**src/hw/viq_pkg.sv**
```systemverilog
// constants, register map and state type for the vectored interrupt controller
//------------------------------------------------------------------------------
// Notes on behaviour
// - writing 1 to set-enable enables, 1 to clear-enable disables; 0 does nothing
// - reading set-enable or clear-enable returns the present enable bits
// - an asserted but disabled interrupt becomes pending, never active
// - an active interrupt stays active when disabled, until reset or return
// - no new activation of an interrupt while its enable bit is clear
// - set-pending and clear-pending write 1 to change; reads show pending bits
// - clear-pending never changes the active state of an interrupt
// - each priority is 8 bits; four fields per 32-bit priority register
// - on acceptance the handler address is fetched from the vector table
// - the vector table base is fixed and cannot be moved by software
// - at reset the main stack pointer comes from table word zero
// - handler address comes from the table word indexed by vector number
// - handler mode on entry, thread mode after reset, return only in handler
// - tick timer is a 24-bit down counter, wraps at zero, cleared by a write to its current value
// - tick counts to zero, reloads on the next clock, then decrements again
// - tick wrap flag is set whenever the counter decrements from one to zero
// - reading the tick control register clears the wrap flag
// - tick current value is not reset; undefined until written
// - reload value zero parks the counter at zero without clearing enable
//------------------------------------------------------------------------------
package viq_pkg;
  localparam int NUM_IRQ = 32;
  localparam int PRIO_W = 8;
  localparam int TICK_W = 24;
  localparam int ADDR_W = 8;
  localparam int DATA_W = 32;
  localparam int VEC_W = 6;
  localparam int FIELDS_PER_REG = 4;

  // register byte offsets
  localparam logic [ADDR_W-1:0] OFS_SET_ENABLE = 8'h00;
  localparam logic [ADDR_W-1:0] OFS_CLR_ENABLE = 8'h04;
  localparam logic [ADDR_W-1:0] OFS_SET_PEND = 8'h08;
  localparam logic [ADDR_W-1:0] OFS_CLR_PEND = 8'h0c;
  localparam logic [ADDR_W-1:0] OFS_ACTIVE = 8'h10;
  localparam logic [ADDR_W-1:0] OFS_STATUS = 8'h14;
  localparam logic [ADDR_W-1:0] OFS_PRIO_FIRST = 8'h20;
  localparam logic [ADDR_W-1:0] OFS_PRIO_LAST = 8'h3c;
  localparam logic [ADDR_W-1:0] OFS_TICK_CTRL = 8'h40;
  localparam logic [ADDR_W-1:0] OFS_TICK_RELOAD = 8'h44;
  localparam logic [ADDR_W-1:0] OFS_TICK_CURRENT = 8'h48;
  localparam logic [ADDR_W-1:0] OFS_TICK_PRIO = 8'h4c;

  // tick control and status fields
  localparam int CTRL_EN_BIT = 0;
  localparam int CTRL_INT_BIT = 1;
  localparam int CTRL_FLAG_BIT = 16;
  localparam int STAT_MODE_BIT = 8;

  // vector table layout
  localparam logic [DATA_W-1:0] VEC_BASE = 32'h0000_0000;
  localparam logic [VEC_W-1:0] MSP_WORD = 6'h00;
  localparam logic [VEC_W-1:0] TICK_VEC = 6'h0f;
  localparam logic [VEC_W-1:0] EXT_VEC_FIRST = 6'h10;

  // running priority when nothing is active, above every real level
  localparam logic [PRIO_W:0] PRIO_IDLE = 9'h100;

  typedef enum logic [1:0] {ST_BOOT, ST_IDLE, ST_REQ, ST_WAIT} viq_state_t;
endpackage

```
**src/hw/viq_top.sv**
```systemverilog
// vectored interrupt controller with system tick timer and vector fetch
module viq_top (
  input wire logic CLK,
  input wire logic ARST_N,
  input wire logic CE,
  input wire logic [viq_pkg::ADDR_W-1:0] REG_ADDR,
  input wire logic [viq_pkg::DATA_W-1:0] REG_WDATA,
  input wire logic REG_WR,
  input wire logic REG_RD,
  output logic [viq_pkg::DATA_W-1:0] REG_RDATA,
  input wire logic [viq_pkg::NUM_IRQ-1:0] IRQ_IN,
  input wire logic EXC_RETURN,
  output logic MEM_RD,
  output logic [viq_pkg::DATA_W-1:0] MEM_ADDR,
  input wire logic [viq_pkg::DATA_W-1:0] MEM_RDATA,
  output logic [viq_pkg::DATA_W-1:0] MAIN_STACK_POINTER,
  output logic MSP_VALID,
  output logic EXC_TAKE,
  output logic [viq_pkg::VEC_W-1:0] EXC_NUM,
  output logic [viq_pkg::DATA_W-1:0] HANDLER_ADDR,
  output logic HANDLER_MODE
);
  import viq_pkg::*;

  //----------------------------------------------------------------------------
  // declarations
  //----------------------------------------------------------------------------
  logic [1:0] rst_sync_ff;
  logic rst_n;
  logic [NUM_IRQ-1:0] en_ff, pend_ff, act_ff;
  logic [NUM_IRQ-1:0] nxt_pend, take_mask, ret_mask;
  logic tick_pend_ff, tick_act_ff;
  logic [PRIO_W-1:0] prio_ff [NUM_IRQ];
  logic [PRIO_W-1:0] tick_prio_ff;
  logic tick_en_ff, tick_int_ff, wrap_ff;
  logic [TICK_W-1:0] cur_ff, reload_ff, nxt_cur;
  logic tick_hit;
  viq_state_t state_ff;
  logic boot_ff;
  logic mem_rd_ff, msp_valid_ff, exc_take_ff, mode_ff;
  logic [DATA_W-1:0] mem_addr_ff, msp_ff, handler_ff, rdata_ff, rd_val;
  logic [VEC_W-1:0] vec_ff, cand_vec;
  logic [PRIO_W:0] cand_pri, run_pri;
  logic [VEC_W-1:0] cand_idx, ret_idx;
  logic take_go, ret_go;
  logic wr_prio, rd_ctrl;
  logic [2:0] prio_reg;

  //----------------------------------------------------------------------------
  // reset release
  //----------------------------------------------------------------------------
  // two-stage release of the asynchronous reset
  always_ff @(posedge CLK or negedge ARST_N) begin
    if (!ARST_N) begin
      rst_sync_ff <= 2'h0;
    end else begin
      rst_sync_ff <= {rst_sync_ff[0], 1'h1};
    end
  end
  assign rst_n = rst_sync_ff[1];

  //----------------------------------------------------------------------------
  // priority resolution
  //----------------------------------------------------------------------------
  // best pending candidate and highest-urgency active exception
  always_comb begin
    cand_pri = PRIO_IDLE;
    cand_idx = VEC_W'(NUM_IRQ);
    run_pri = PRIO_IDLE;
    ret_idx = VEC_W'(NUM_IRQ);
    // tick is checked first so it wins ties against external lines
    if (tick_pend_ff) begin
      cand_pri = {1'h0, tick_prio_ff};
    end
    if (tick_act_ff) begin
      run_pri = {1'h0, tick_prio_ff};
    end
    for (int i = 0; i < NUM_IRQ; i++) begin
      // disabled lines never compete; lowest number wins
      if (pend_ff[i] && en_ff[i] && {1'h0, prio_ff[i]} < cand_pri) begin
        cand_pri = {1'h0, prio_ff[i]};
        cand_idx = VEC_W'(i);
      end
      if (act_ff[i] && {1'h0, prio_ff[i]} < run_pri) begin
        run_pri = {1'h0, prio_ff[i]};
        ret_idx = VEC_W'(i);
      end
    end
  end

  // vector number of the candidate
  assign cand_vec = (cand_idx == VEC_W'(NUM_IRQ)) ? TICK_VEC
                  : EXT_VEC_FIRST + cand_idx;
  // preempt only with a strictly more urgent level
  assign take_go = (state_ff == ST_IDLE) && (cand_pri < run_pri);
  // return is honoured only in handler mode
  assign ret_go = (state_ff == ST_IDLE) && EXC_RETURN && mode_ff;

  // one-hot masks of the line being taken and the line returning
  always_comb begin
    take_mask = '0;
    ret_mask = '0;
    for (int i = 0; i < NUM_IRQ; i++) begin
      take_mask[i] = take_go && (cand_idx == VEC_W'(i));
      ret_mask[i] = ret_go && (ret_idx == VEC_W'(i));
    end
  end

  //----------------------------------------------------------------------------
  // enable, pending and active state
  //----------------------------------------------------------------------------
  // write-1 set and write-1 clear of enables
  always_ff @(posedge CLK or negedge rst_n) begin
    if (!rst_n) begin
      en_ff <= '0;
    end else if (CE && REG_WR) begin
      if (REG_ADDR == OFS_SET_ENABLE) begin
        en_ff <= en_ff | REG_WDATA;
      end else if (REG_ADDR == OFS_CLR_ENABLE) begin
        en_ff <= en_ff & ~REG_WDATA;
      end
    end
  end

  // pending update; an asserted line that is not active or being taken sets pending over any clear
  always_comb begin
    // taking a line clears it first, so a set in the same cycle still lands
    nxt_pend = pend_ff & ~take_mask;
    if (REG_WR && REG_ADDR == OFS_SET_PEND) begin
      nxt_pend = nxt_pend | REG_WDATA;
    end
    if (REG_WR && REG_ADDR == OFS_CLR_PEND) begin
      nxt_pend = nxt_pend & ~REG_WDATA;
    end
    // pends even while disabled
    nxt_pend = nxt_pend | (IRQ_IN & ~act_ff & ~take_mask);
  end

  always_ff @(posedge CLK or negedge rst_n) begin
    if (!rst_n) begin
      pend_ff <= '0;
    end else if (CE) begin
      pend_ff <= nxt_pend;
    end
  end

  // active bits: only activation and return change them
  always_ff @(posedge CLK or negedge rst_n) begin
    if (!rst_n) begin
      act_ff <= '0;
      tick_act_ff <= 1'h0;
    end else if (CE) begin
      act_ff <= (act_ff | take_mask) & ~ret_mask;
      if (take_go && cand_idx == VEC_W'(NUM_IRQ)) begin
        tick_act_ff <= 1'h1;
      end else if (ret_go && ret_idx == VEC_W'(NUM_IRQ)) begin
        tick_act_ff <= 1'h0;
      end
    end
  end

  // handler mode while anything is active, thread mode from reset
  always_ff @(posedge CLK or negedge rst_n) begin
    if (!rst_n) begin
      mode_ff <= 1'h0;
    end else if (CE) begin
      mode_ff <= |((act_ff | take_mask) & ~ret_mask)
                 || (tick_act_ff && !(ret_go && ret_idx == VEC_W'(NUM_IRQ)))
                 || (take_go && cand_idx == VEC_W'(NUM_IRQ));
    end
  end

  //----------------------------------------------------------------------------
  // priority fields
  //----------------------------------------------------------------------------
  assign wr_prio = REG_WR && REG_ADDR >= OFS_PRIO_FIRST && REG_ADDR <= OFS_PRIO_LAST
                   && REG_ADDR[1:0] == 2'h0;
  assign prio_reg = REG_ADDR[4:2];

  // four 8-bit fields per word
  always_ff @(posedge CLK or negedge rst_n) begin
    if (!rst_n) begin
      for (int i = 0; i < NUM_IRQ; i++) begin
        prio_ff[i] <= '0;
      end
      tick_prio_ff <= '0;
    end else if (CE) begin
      if (wr_prio) begin
        for (int k = 0; k < FIELDS_PER_REG; k++) begin
          prio_ff[{prio_reg, 2'(k)}] <= REG_WDATA[k*PRIO_W +: PRIO_W];
        end
      end
      if (REG_WR && REG_ADDR == OFS_TICK_PRIO) begin
        tick_prio_ff <= REG_WDATA[PRIO_W-1:0];
      end
    end
  end

  //----------------------------------------------------------------------------
  // system tick timer
  //----------------------------------------------------------------------------
  // reload at zero, otherwise decrement; a write to the current value clears
  always_comb begin
    nxt_cur = cur_ff;
    if (REG_WR && REG_ADDR == OFS_TICK_CURRENT) begin
      nxt_cur = '0;
    end else if (tick_en_ff) begin
      // a zero reload keeps the counter parked at zero
      nxt_cur = (cur_ff == '0) ? reload_ff : cur_ff - TICK_W'(1);
    end
  end
  // counter moves to zero by decrement
  assign tick_hit = tick_en_ff && cur_ff == TICK_W'(1)
                    && !(REG_WR && REG_ADDR == OFS_TICK_CURRENT);

  // counter value carries no reset
  always_ff @(posedge CLK) begin
    if (CE) begin
      cur_ff <= nxt_cur;
    end
  end

  assign rd_ctrl = REG_RD && REG_ADDR == OFS_TICK_CTRL;

  // tick control, reload and wrap flag
  always_ff @(posedge CLK or negedge rst_n) begin
    if (!rst_n) begin
      tick_en_ff <= 1'h0;
      tick_int_ff <= 1'h0;
      reload_ff <= '0;
      wrap_ff <= 1'h0;
    end else if (CE) begin
      if (REG_WR && REG_ADDR == OFS_TICK_CTRL) begin
        tick_en_ff <= REG_WDATA[CTRL_EN_BIT];
        tick_int_ff <= REG_WDATA[CTRL_INT_BIT];
      end
      if (REG_WR && REG_ADDR == OFS_TICK_RELOAD) begin
        reload_ff <= REG_WDATA[TICK_W-1:0];
      end
      // read clears, a new wrap in the same cycle wins
      if (tick_hit) begin
        wrap_ff <= 1'h1;
      end else if (rd_ctrl) begin
        wrap_ff <= 1'h0;
      end
    end
  end

  // tick exception pends on wrap when its interrupt is enabled
  always_ff @(posedge CLK or negedge rst_n) begin
    if (!rst_n) begin
      tick_pend_ff <= 1'h0;
    end else if (CE) begin
      if (tick_hit && tick_int_ff) begin
        tick_pend_ff <= 1'h1;
      end else if (take_go && cand_idx == VEC_W'(NUM_IRQ)) begin
        tick_pend_ff <= 1'h0;
      end
    end
  end

  //----------------------------------------------------------------------------
  // vector fetch sequencer
  //----------------------------------------------------------------------------
  // stack pointer at reset, then handler address per accepted exception
  always_ff @(posedge CLK or negedge rst_n) begin
    if (!rst_n) begin
      state_ff <= ST_BOOT;
      boot_ff <= 1'h1;
      mem_rd_ff <= 1'h0;
      mem_addr_ff <= '0;
      msp_ff <= '0;
      msp_valid_ff <= 1'h0;
      handler_ff <= '0;
      vec_ff <= '0;
      exc_take_ff <= 1'h0;
    end else if (CE) begin
      exc_take_ff <= 1'h0;
      unique case (state_ff)
        ST_BOOT: begin
          // fixed base, word zero
          mem_rd_ff <= 1'h1;
          mem_addr_ff <= VEC_BASE + {24'h0, MSP_WORD, 2'h0};
          state_ff <= ST_REQ;
        end
        ST_IDLE: begin
          if (take_go) begin
            // fetch the handler word for this vector
            mem_rd_ff <= 1'h1;
            mem_addr_ff <= VEC_BASE + {24'h0, cand_vec, 2'h0};
            vec_ff <= cand_vec;
            state_ff <= ST_REQ;
          end
        end
        ST_REQ: begin
          mem_rd_ff <= 1'h0;
          state_ff <= ST_WAIT;
        end
        ST_WAIT: begin
          if (boot_ff) begin
            msp_ff <= MEM_RDATA;
            msp_valid_ff <= 1'h1;
            boot_ff <= 1'h0;
          end else begin
            handler_ff <= MEM_RDATA;
            exc_take_ff <= 1'h1;
          end
          state_ff <= ST_IDLE;
        end
      endcase
    end
  end

  //----------------------------------------------------------------------------
  // register read port
  //----------------------------------------------------------------------------
  // read value selection, unmapped reads as zero
  always_comb begin
    rd_val = '0;
    if (REG_ADDR >= OFS_PRIO_FIRST && REG_ADDR <= OFS_PRIO_LAST
        && REG_ADDR[1:0] == 2'h0) begin
      for (int k = 0; k < FIELDS_PER_REG; k++) begin
        rd_val[k*PRIO_W +: PRIO_W] = prio_ff[{prio_reg, 2'(k)}];
      end
    end else begin
      unique case (REG_ADDR)
        OFS_SET_ENABLE, OFS_CLR_ENABLE: rd_val = en_ff;
        OFS_SET_PEND, OFS_CLR_PEND: rd_val = pend_ff;
        OFS_ACTIVE: rd_val = act_ff;
        OFS_STATUS: begin
          rd_val[VEC_W-1:0] = vec_ff;
          rd_val[STAT_MODE_BIT] = mode_ff;
        end
        OFS_TICK_CTRL: begin
          rd_val[CTRL_EN_BIT] = tick_en_ff;
          rd_val[CTRL_INT_BIT] = tick_int_ff;
          rd_val[CTRL_FLAG_BIT] = wrap_ff;
        end
        OFS_TICK_RELOAD: rd_val[TICK_W-1:0] = reload_ff;
        OFS_TICK_CURRENT: rd_val[TICK_W-1:0] = cur_ff;
        OFS_TICK_PRIO: rd_val[PRIO_W-1:0] = tick_prio_ff;
        default: rd_val = '0;
      endcase
    end
  end

  // read data stands for one cycle after the strobe
  always_ff @(posedge CLK or negedge rst_n) begin
    if (!rst_n) begin
      rdata_ff <= '0;
    end else if (CE) begin
      rdata_ff <= REG_RD ? rd_val : '0;
    end
  end

  //----------------------------------------------------------------------------
  // outputs
  //----------------------------------------------------------------------------
  assign REG_RDATA = rdata_ff;
  assign MEM_RD = mem_rd_ff;
  assign MEM_ADDR = mem_addr_ff;
  assign MAIN_STACK_POINTER = msp_ff;
  assign MSP_VALID = msp_valid_ff;
  assign EXC_TAKE = exc_take_ff;
  assign EXC_NUM = vec_ff;
  assign HANDLER_ADDR = handler_ff;
  assign HANDLER_MODE = mode_ff;
endmodule

```
**config.mk**
```make
export PLATFORM = sky130hd
export DESIGN_NAME = viq_top
export DESIGN_NICKNAME = d
export VERILOG_FILES = /design/src/hw/viq_pkg.sv /design/src/hw/viq_top.sv
export SDC_FILE = /design/constraint.sdc
export NUM_CORES = 2
export LEC_CHECK = 0
export ABC_AREA = 1
export BUFFER_PORTS_ARGS = -buffer_cell sky130_fd_sc_hd__buf_2
export CORE_MARGIN = 5
export CORE_UTILIZATION = 58
export CTS_BUF_LIST = sky130_fd_sc_hd__clkbuf_8
export CTS_CLUSTER_SIZE = 10
export DETAILED_ROUTE_END_ITERATION = 10
export PLACE_DENSITY = 0.79
export SLEW_MARGIN = 40
export SYNTH_ARGS = -nofsm -noshare
export SYNTH_HDL_FRONTEND = slang
export SYNTH_SLANG_ARGS = --single-unit
```
**constraint.sdc**
```tcl
create_clock -name CLK -period 15.7 [get_ports CLK]
set_input_delay 3.925 -clock CLK [delete_from_list [all_inputs] [get_ports CLK]]
set_output_delay 3.925 -clock CLK [all_outputs]
set_load 0.1 [all_outputs]
```
==> impl_metrics.csv, run 1 <==
group,metric,value,unit
synth,avgSynthCellArea,7.028,sq um
global_routing,antenna_found_initial,66,
outcome,error_line,"[ERROR GRT-0232] Routing congestion too high. Check the congestion heatmap in the GUI.",
synth,synth-simple-area-share,29.06,%
clocking,cts_max_level,3,
floorplanning,rows,103,
synth,synthCells,6552,
synth,synth_enable_flop_cells,24,
place,io_buffers,221,
synth,ys_ff_latch,530,
outcome,status,"stopped before the end",
synth,synthXorXnorAreaFrac,0.2092,%
synth,synth-async-reset-ratio,95.47,%
timing,endpoint_type,"sequential cell input",
clocking,cts_buffer_depth,3,
global_routing,grt-ovfl-total,75,
clocking,cts_sinks,530,
floorplanning,num_io_pins,248,
synth,synth_flop_cell,"dfrtp_1",
synth,ys_seq_area_share,29.07,%
place,placed_area,0.05738,sq mm
synth,post_synth_num_cell_types,81,
outcome,failing_step,"5_1_grt",
place,placedCellCount,8920,
synth,synth_top_family_by_area,"simple AND/OR/NAND/NOR gates",
clocking,root_buffer,"clkbuf_8",
clocking,cts_hold_buf,0,
synth,synth-compound-area-share,20.36,%
synth,syn-cell-area,0.04605,sq mm
synth,synthMuxAreaShare,0,%
timing,crit_endpoint,"HANDLER_MODE$_DFFE_PN0P_/D",
floorplanning,initial_utilization,58.38,%
floorplanning,die_x,291.8,microns
floorplanning,die_h,291.8,microns
synth,yosys_warnings,0,
global_routing,grt_max_degree,143,
place,routabilityCongestion,1.133,
synth,synthAdderAreaFrac,10.81,%
global_routing,grt_util_all_layers,80.57,%
clocking,numCtsBuffers,97,
place,place_hpwl,174.6,mm
==> metrics by stage <==
stage                     util, %  worst slack, ns  setup TNS (ns)  hold WS [ns]
after floorplan                 -           -23.08        -1875.32        0.3312
after global placement      72.67           -24.82        -2020.87        0.3444
after detailed placement    72.75           -25.28        -2057.27        0.3420
after CTS                   81.38           -22.05        -1794.41        0.3557
==> per-layer routing <==
metal  global-route usage, %  GRT overflow
met4                   76.84            28
met5                   50.50             1
met2                   92.96            32
met1                   80.65             7
met3                   70.53             7
==> Yosys cell counts, types with 63 or more instances <==
library cell / count / area (sq um)
a21oi_1: 264 / 1321
clkbuf_1: 163 / 611.8
dfrtp_1: 505 / 12640
ha_1: 398 / 4980
inv_1: 645 / 2421
inv_2: 63 / 236.5
nand2_1: 1787 / 6708
nand2_2: 202 / 1264
nand2_4: 81 / 912.1
nand3_1: 382 / 1912
nor2_1: 274 / 1028
o21ai_0: 853 / 4269
o21ai_1: 178 / 890.9
o22ai_1: 95 / 594.3
==> cell families after synthesis <==
family / count (synthesis)
other: 2
adder cells (fa/ha/maj): 398
AND/OR/NAND/NOR: 2931
XOR/XNOR: 11
buffers and inverters: 1038
flip-flops: 530
AO/OA/AOI/OAI: 1642
==> repair_timing <==
action                     CTS
cloned                      47
buffers inserted           215
pin swaps                  288
setup endpoints to repair   82
gates resized for setup    800
==> run 2: changes to the inputs <==
- CORE_UTILIZATION: 58 -> 40
- CTS_BUF_LIST: sky130_fd_sc_hd__clkbuf_8 -> unset
- CTS_CLUSTER_SIZE: 10 -> unset
- PLACE_DENSITY: 0.79 -> unset
- PLACE_DENSITY_LB_ADDON: unset -> 0.15
- clock period: 15.7 -> 20.4 ns (I/O delays scaled with it)
==> impl_metrics.csv, run 2 <==
group,metric,value,unit
floorplanning,core,0.1143,sq mm
timing,finalSetupViolCount,82,
timing,fmax,0.02629,GHz
final_layout,final_common_cell,"buf_4",
floorplanning,die_x,349.3,microns
setup_path,start_kind,"flop",
global_routing,grt_pass1_vias,52070,
clocking,cts_buffer_depth,3,
clocking,cts_sinks,530,
detailed_routing,drc,0,
global_routing,antenna_found_initial,26,
job,maxCapViolations,0,
synth,synth_enable_flop_cells,24,
synth,synth_top_area_share,27.44,%
detailed_routing,drt_iter0_drc,6132,
floorplanning,die_h,349.3,microns
synth,netlist_top_cells_area,"dfrtp_1 27%, nand2_1 15%, ha_1 11%",
detailed_routing,dr_total_vias,55850,
setup_path,required,21.01,ns
setup_path,cpMaxStageDelayCell,"dfrtp_2",
synth,ys_seq_area_share,29.07,%
clocking,clock_latency,0.69,ns
synth,synth_flop_cell,"dfrtp_1",
setup_path,path_class,"reg2reg",
timing,worst_slew_pin_slew,0.9311,ns
timing,period_share,186.5,%
synth,post_synth_num_cell_types,81,
floorplanning,die_area,0.1220,sq mm
place,placed_area,0.05815,sq mm
timing,slew_violations,0,
synth,ys_ff_latch,530,
timing,setup_ws,-17.64,ns
synth,synth-async-reset-ratio,95.47,%
clocking,numCtsBuffers,69,
outcome,failed_checks,"negative setup slack",
floorplanning,initial_utilization,40.27,%
setup_path,cpPeakStageDelay,0.46,ns
setup_path,cp_top_family,"compound AO/OA/AOI/OAI gates",
final_layout,most-common-layout-cells,"1590 x buf_4, 1504 x nand2_1, 624 x inv_1",
place,place_hpwl,179.2,mm
global_routing,grt_pass1_wl,339.4,mm
synth,synth_commonest_cells,"1787 x nand2_1, 853 x o21ai_0, 645 x inv_1, 505 x dfrtp_1, 398 x ha_1",
setup_path,worstPathArrival,38.65,ns
timing,finClkSkew,0.06122,ns
timing,hold_viol,0,
synth,yosys_warnings,0,
setup_path,end_kind,"flop",
detailed_routing,drtAntennaViolNets,0,
final_layout,final_area,0.07036,sq mm
detailed_routing,vias_per_cell,5.613,
clocking,root_buffer,"clkbuf_16",
timing,relSlewSlack,37.93,%
detailed_routing,met2_length,98.59,mm
floorplanning,rows,124,
detailed_routing,top_layer,"met5",
clocking,cts_hold_buf,0,
detailed_routing,dr.pass1.iters,8,
clocking,path_clk_slew,0.07,ns
synth,synth_top_cell_by_area,"dfrtp_1",
final_layout,drive_gt1_share,43.12,%
global_routing,grt_max_degree,143,
clocking,cts_tree,"built",
outcome,status,"complete, but fails checks",
setup_path,path_buf_inv,47,
synth,yosysMostFrequentCell,"nand2_1",
timing,rsz0062_at_grt,"true",
synth,avgSynthCellArea,7.028,sq um
floorplanning,num_io_pins,248,
detailed_routing,drt-wirelength-per-cell,24.31,microns
final_layout,fill_cells,10100,
place,io_buffers,221,
global_routing,grt-ovfl-total,0,
final_layout,fin_nets,8882,
setup_path,cp_num_cells,271,
detailed_routing,met1_length,95.04,mm
clocking,cts_max_level,3,
timing,post-route-min-period,38.04,ns
setup_path,rr_worst_depth,271,
worst_hold_path,min_path_type,"reg2async",
final_layout,regMostFlops,"prio_ff",
synth,synthCells,6552,
setup_path,crit_path_max_fanout,8,
synth,syn-cell-area,0.04605,sq mm
global_routing,grt_util_all_layers,37.17,%
final_layout,largest_reg_flops,256,
place,routabilityCongestion,1.058,
detailed_routing,routed_wl,241.9,mm
final_layout,area_delta_synth_final,52.80,%
detailed_routing,met3_wirelength,29.11,mm
setup_path,crit_path_frequent_cell,"nand2_8",
## run 2: kinds of logic (layout without fill, tap and decap cells)
group                      Yosys count  in the layout  synth area share [%]
AOI/OAI and AO/OA                 1642           1642                 20.36
xor gates and xnor gates            11             11                0.2092
adders and majority gates          398            398                 10.81
buffers and inverters             1038           2842                 10.48
DFF                                530            530                 29.07
other                                2             36               0.01631
and+or+nand+nor                   2931           2980                 29.06
## run 2: what timing repair did
action,CTS,global route
gates cloned,50,3
gates resized for setup,760,942
pin swaps,309,450
setup buffers,240,151
setup endpoints to repair,82,82
## run 2: path summary, 6_finish.rpt
path	start	end	slack (ns)
worst min register to register	rst_sync_ff[1]$_DFF_PN0_	pend_ff[0]$_DFFE_PN0P_	0.30
worst max-delay path	tick_act_ff$_DFFE_PN0P_	HANDLER_MODE$_DFFE_PN0P_	-17.64
max in group asynchronous	ARST_N	rst_sync_ff[1]$_DFF_PN0_	16.10
min in group CLK	rst_sync_ff[0]$_DFF_PN0_	rst_sync_ff[1]$_DFF_PN0_	0.35
worst min-delay path	rst_sync_ff[1]$_DFF_PN0_	pend_ff[0]$_DFFE_PN0P_	0.30
worst max register to register	tick_act_ff$_DFFE_PN0P_	HANDLER_MODE$_DFFE_PN0P_	-17.64
## run 2: layer usage
metal	vias to the layer above	GRT usage [%]
met4	18	22.56
met2	3014	53.20
li1	25640	-
met5	-	0
met1	26390	49.00
met3	798	11.49
## run 2: worst register-to-register path: cells and delay by family (launching register included)
family | cells | cell delay (ns)
adder cells (fa/ha/maj) | 32 | 8.45
buffers and inverters | 47 | 6.70
AO/OA/AOI/OAI | 87 | 12.43
flip-flops | 1 | 0.46
AND/OR/NAND/NOR | 105 | 10.02
## run 2: final cells by class
cell class / instances / area [sq um] / area share (%)
multi-input combinational: 5058 / 34520 / 49.06
timing repair buffer: 1984 / 15220 / 21.64
inverter: 730 / 2821 / 4.010
clock buffer: 91 / 1929 / 2.742
clock inverter: 36 / 555.5 / 0.7895
tap: 1512 / 1892 / 2.689
timing repair inverter: 1 / 8.758 / 0.01245
antenna: 9 / 22.52 / 0.03201
sequential: 530 / 13390 / 19.03
## run 2: per-stage QoR
step	setup slack, ns	setup TNS (ns)	hold WS, ns	std cells	util, %
final	-17.64	-1424.58	0.3048	9951	61.53
after global routing	-19.45	-1575.12	0.3568	9945	61.52
after CTS	-17.02	-1374.92	0.3230	9807	56.65
after detailed placement	-20.40	-1648.94	0.3232	9398	50.85
after global placement	-20.11	-1624.33	0.3202	9397	50.79
after floorplan	-18.38	-1489.92	0.3312	6577	-
Power of run 2 is not shown: default switching activity piles up to over one toggle a cycle in this logic, so the estimate is an artifact.
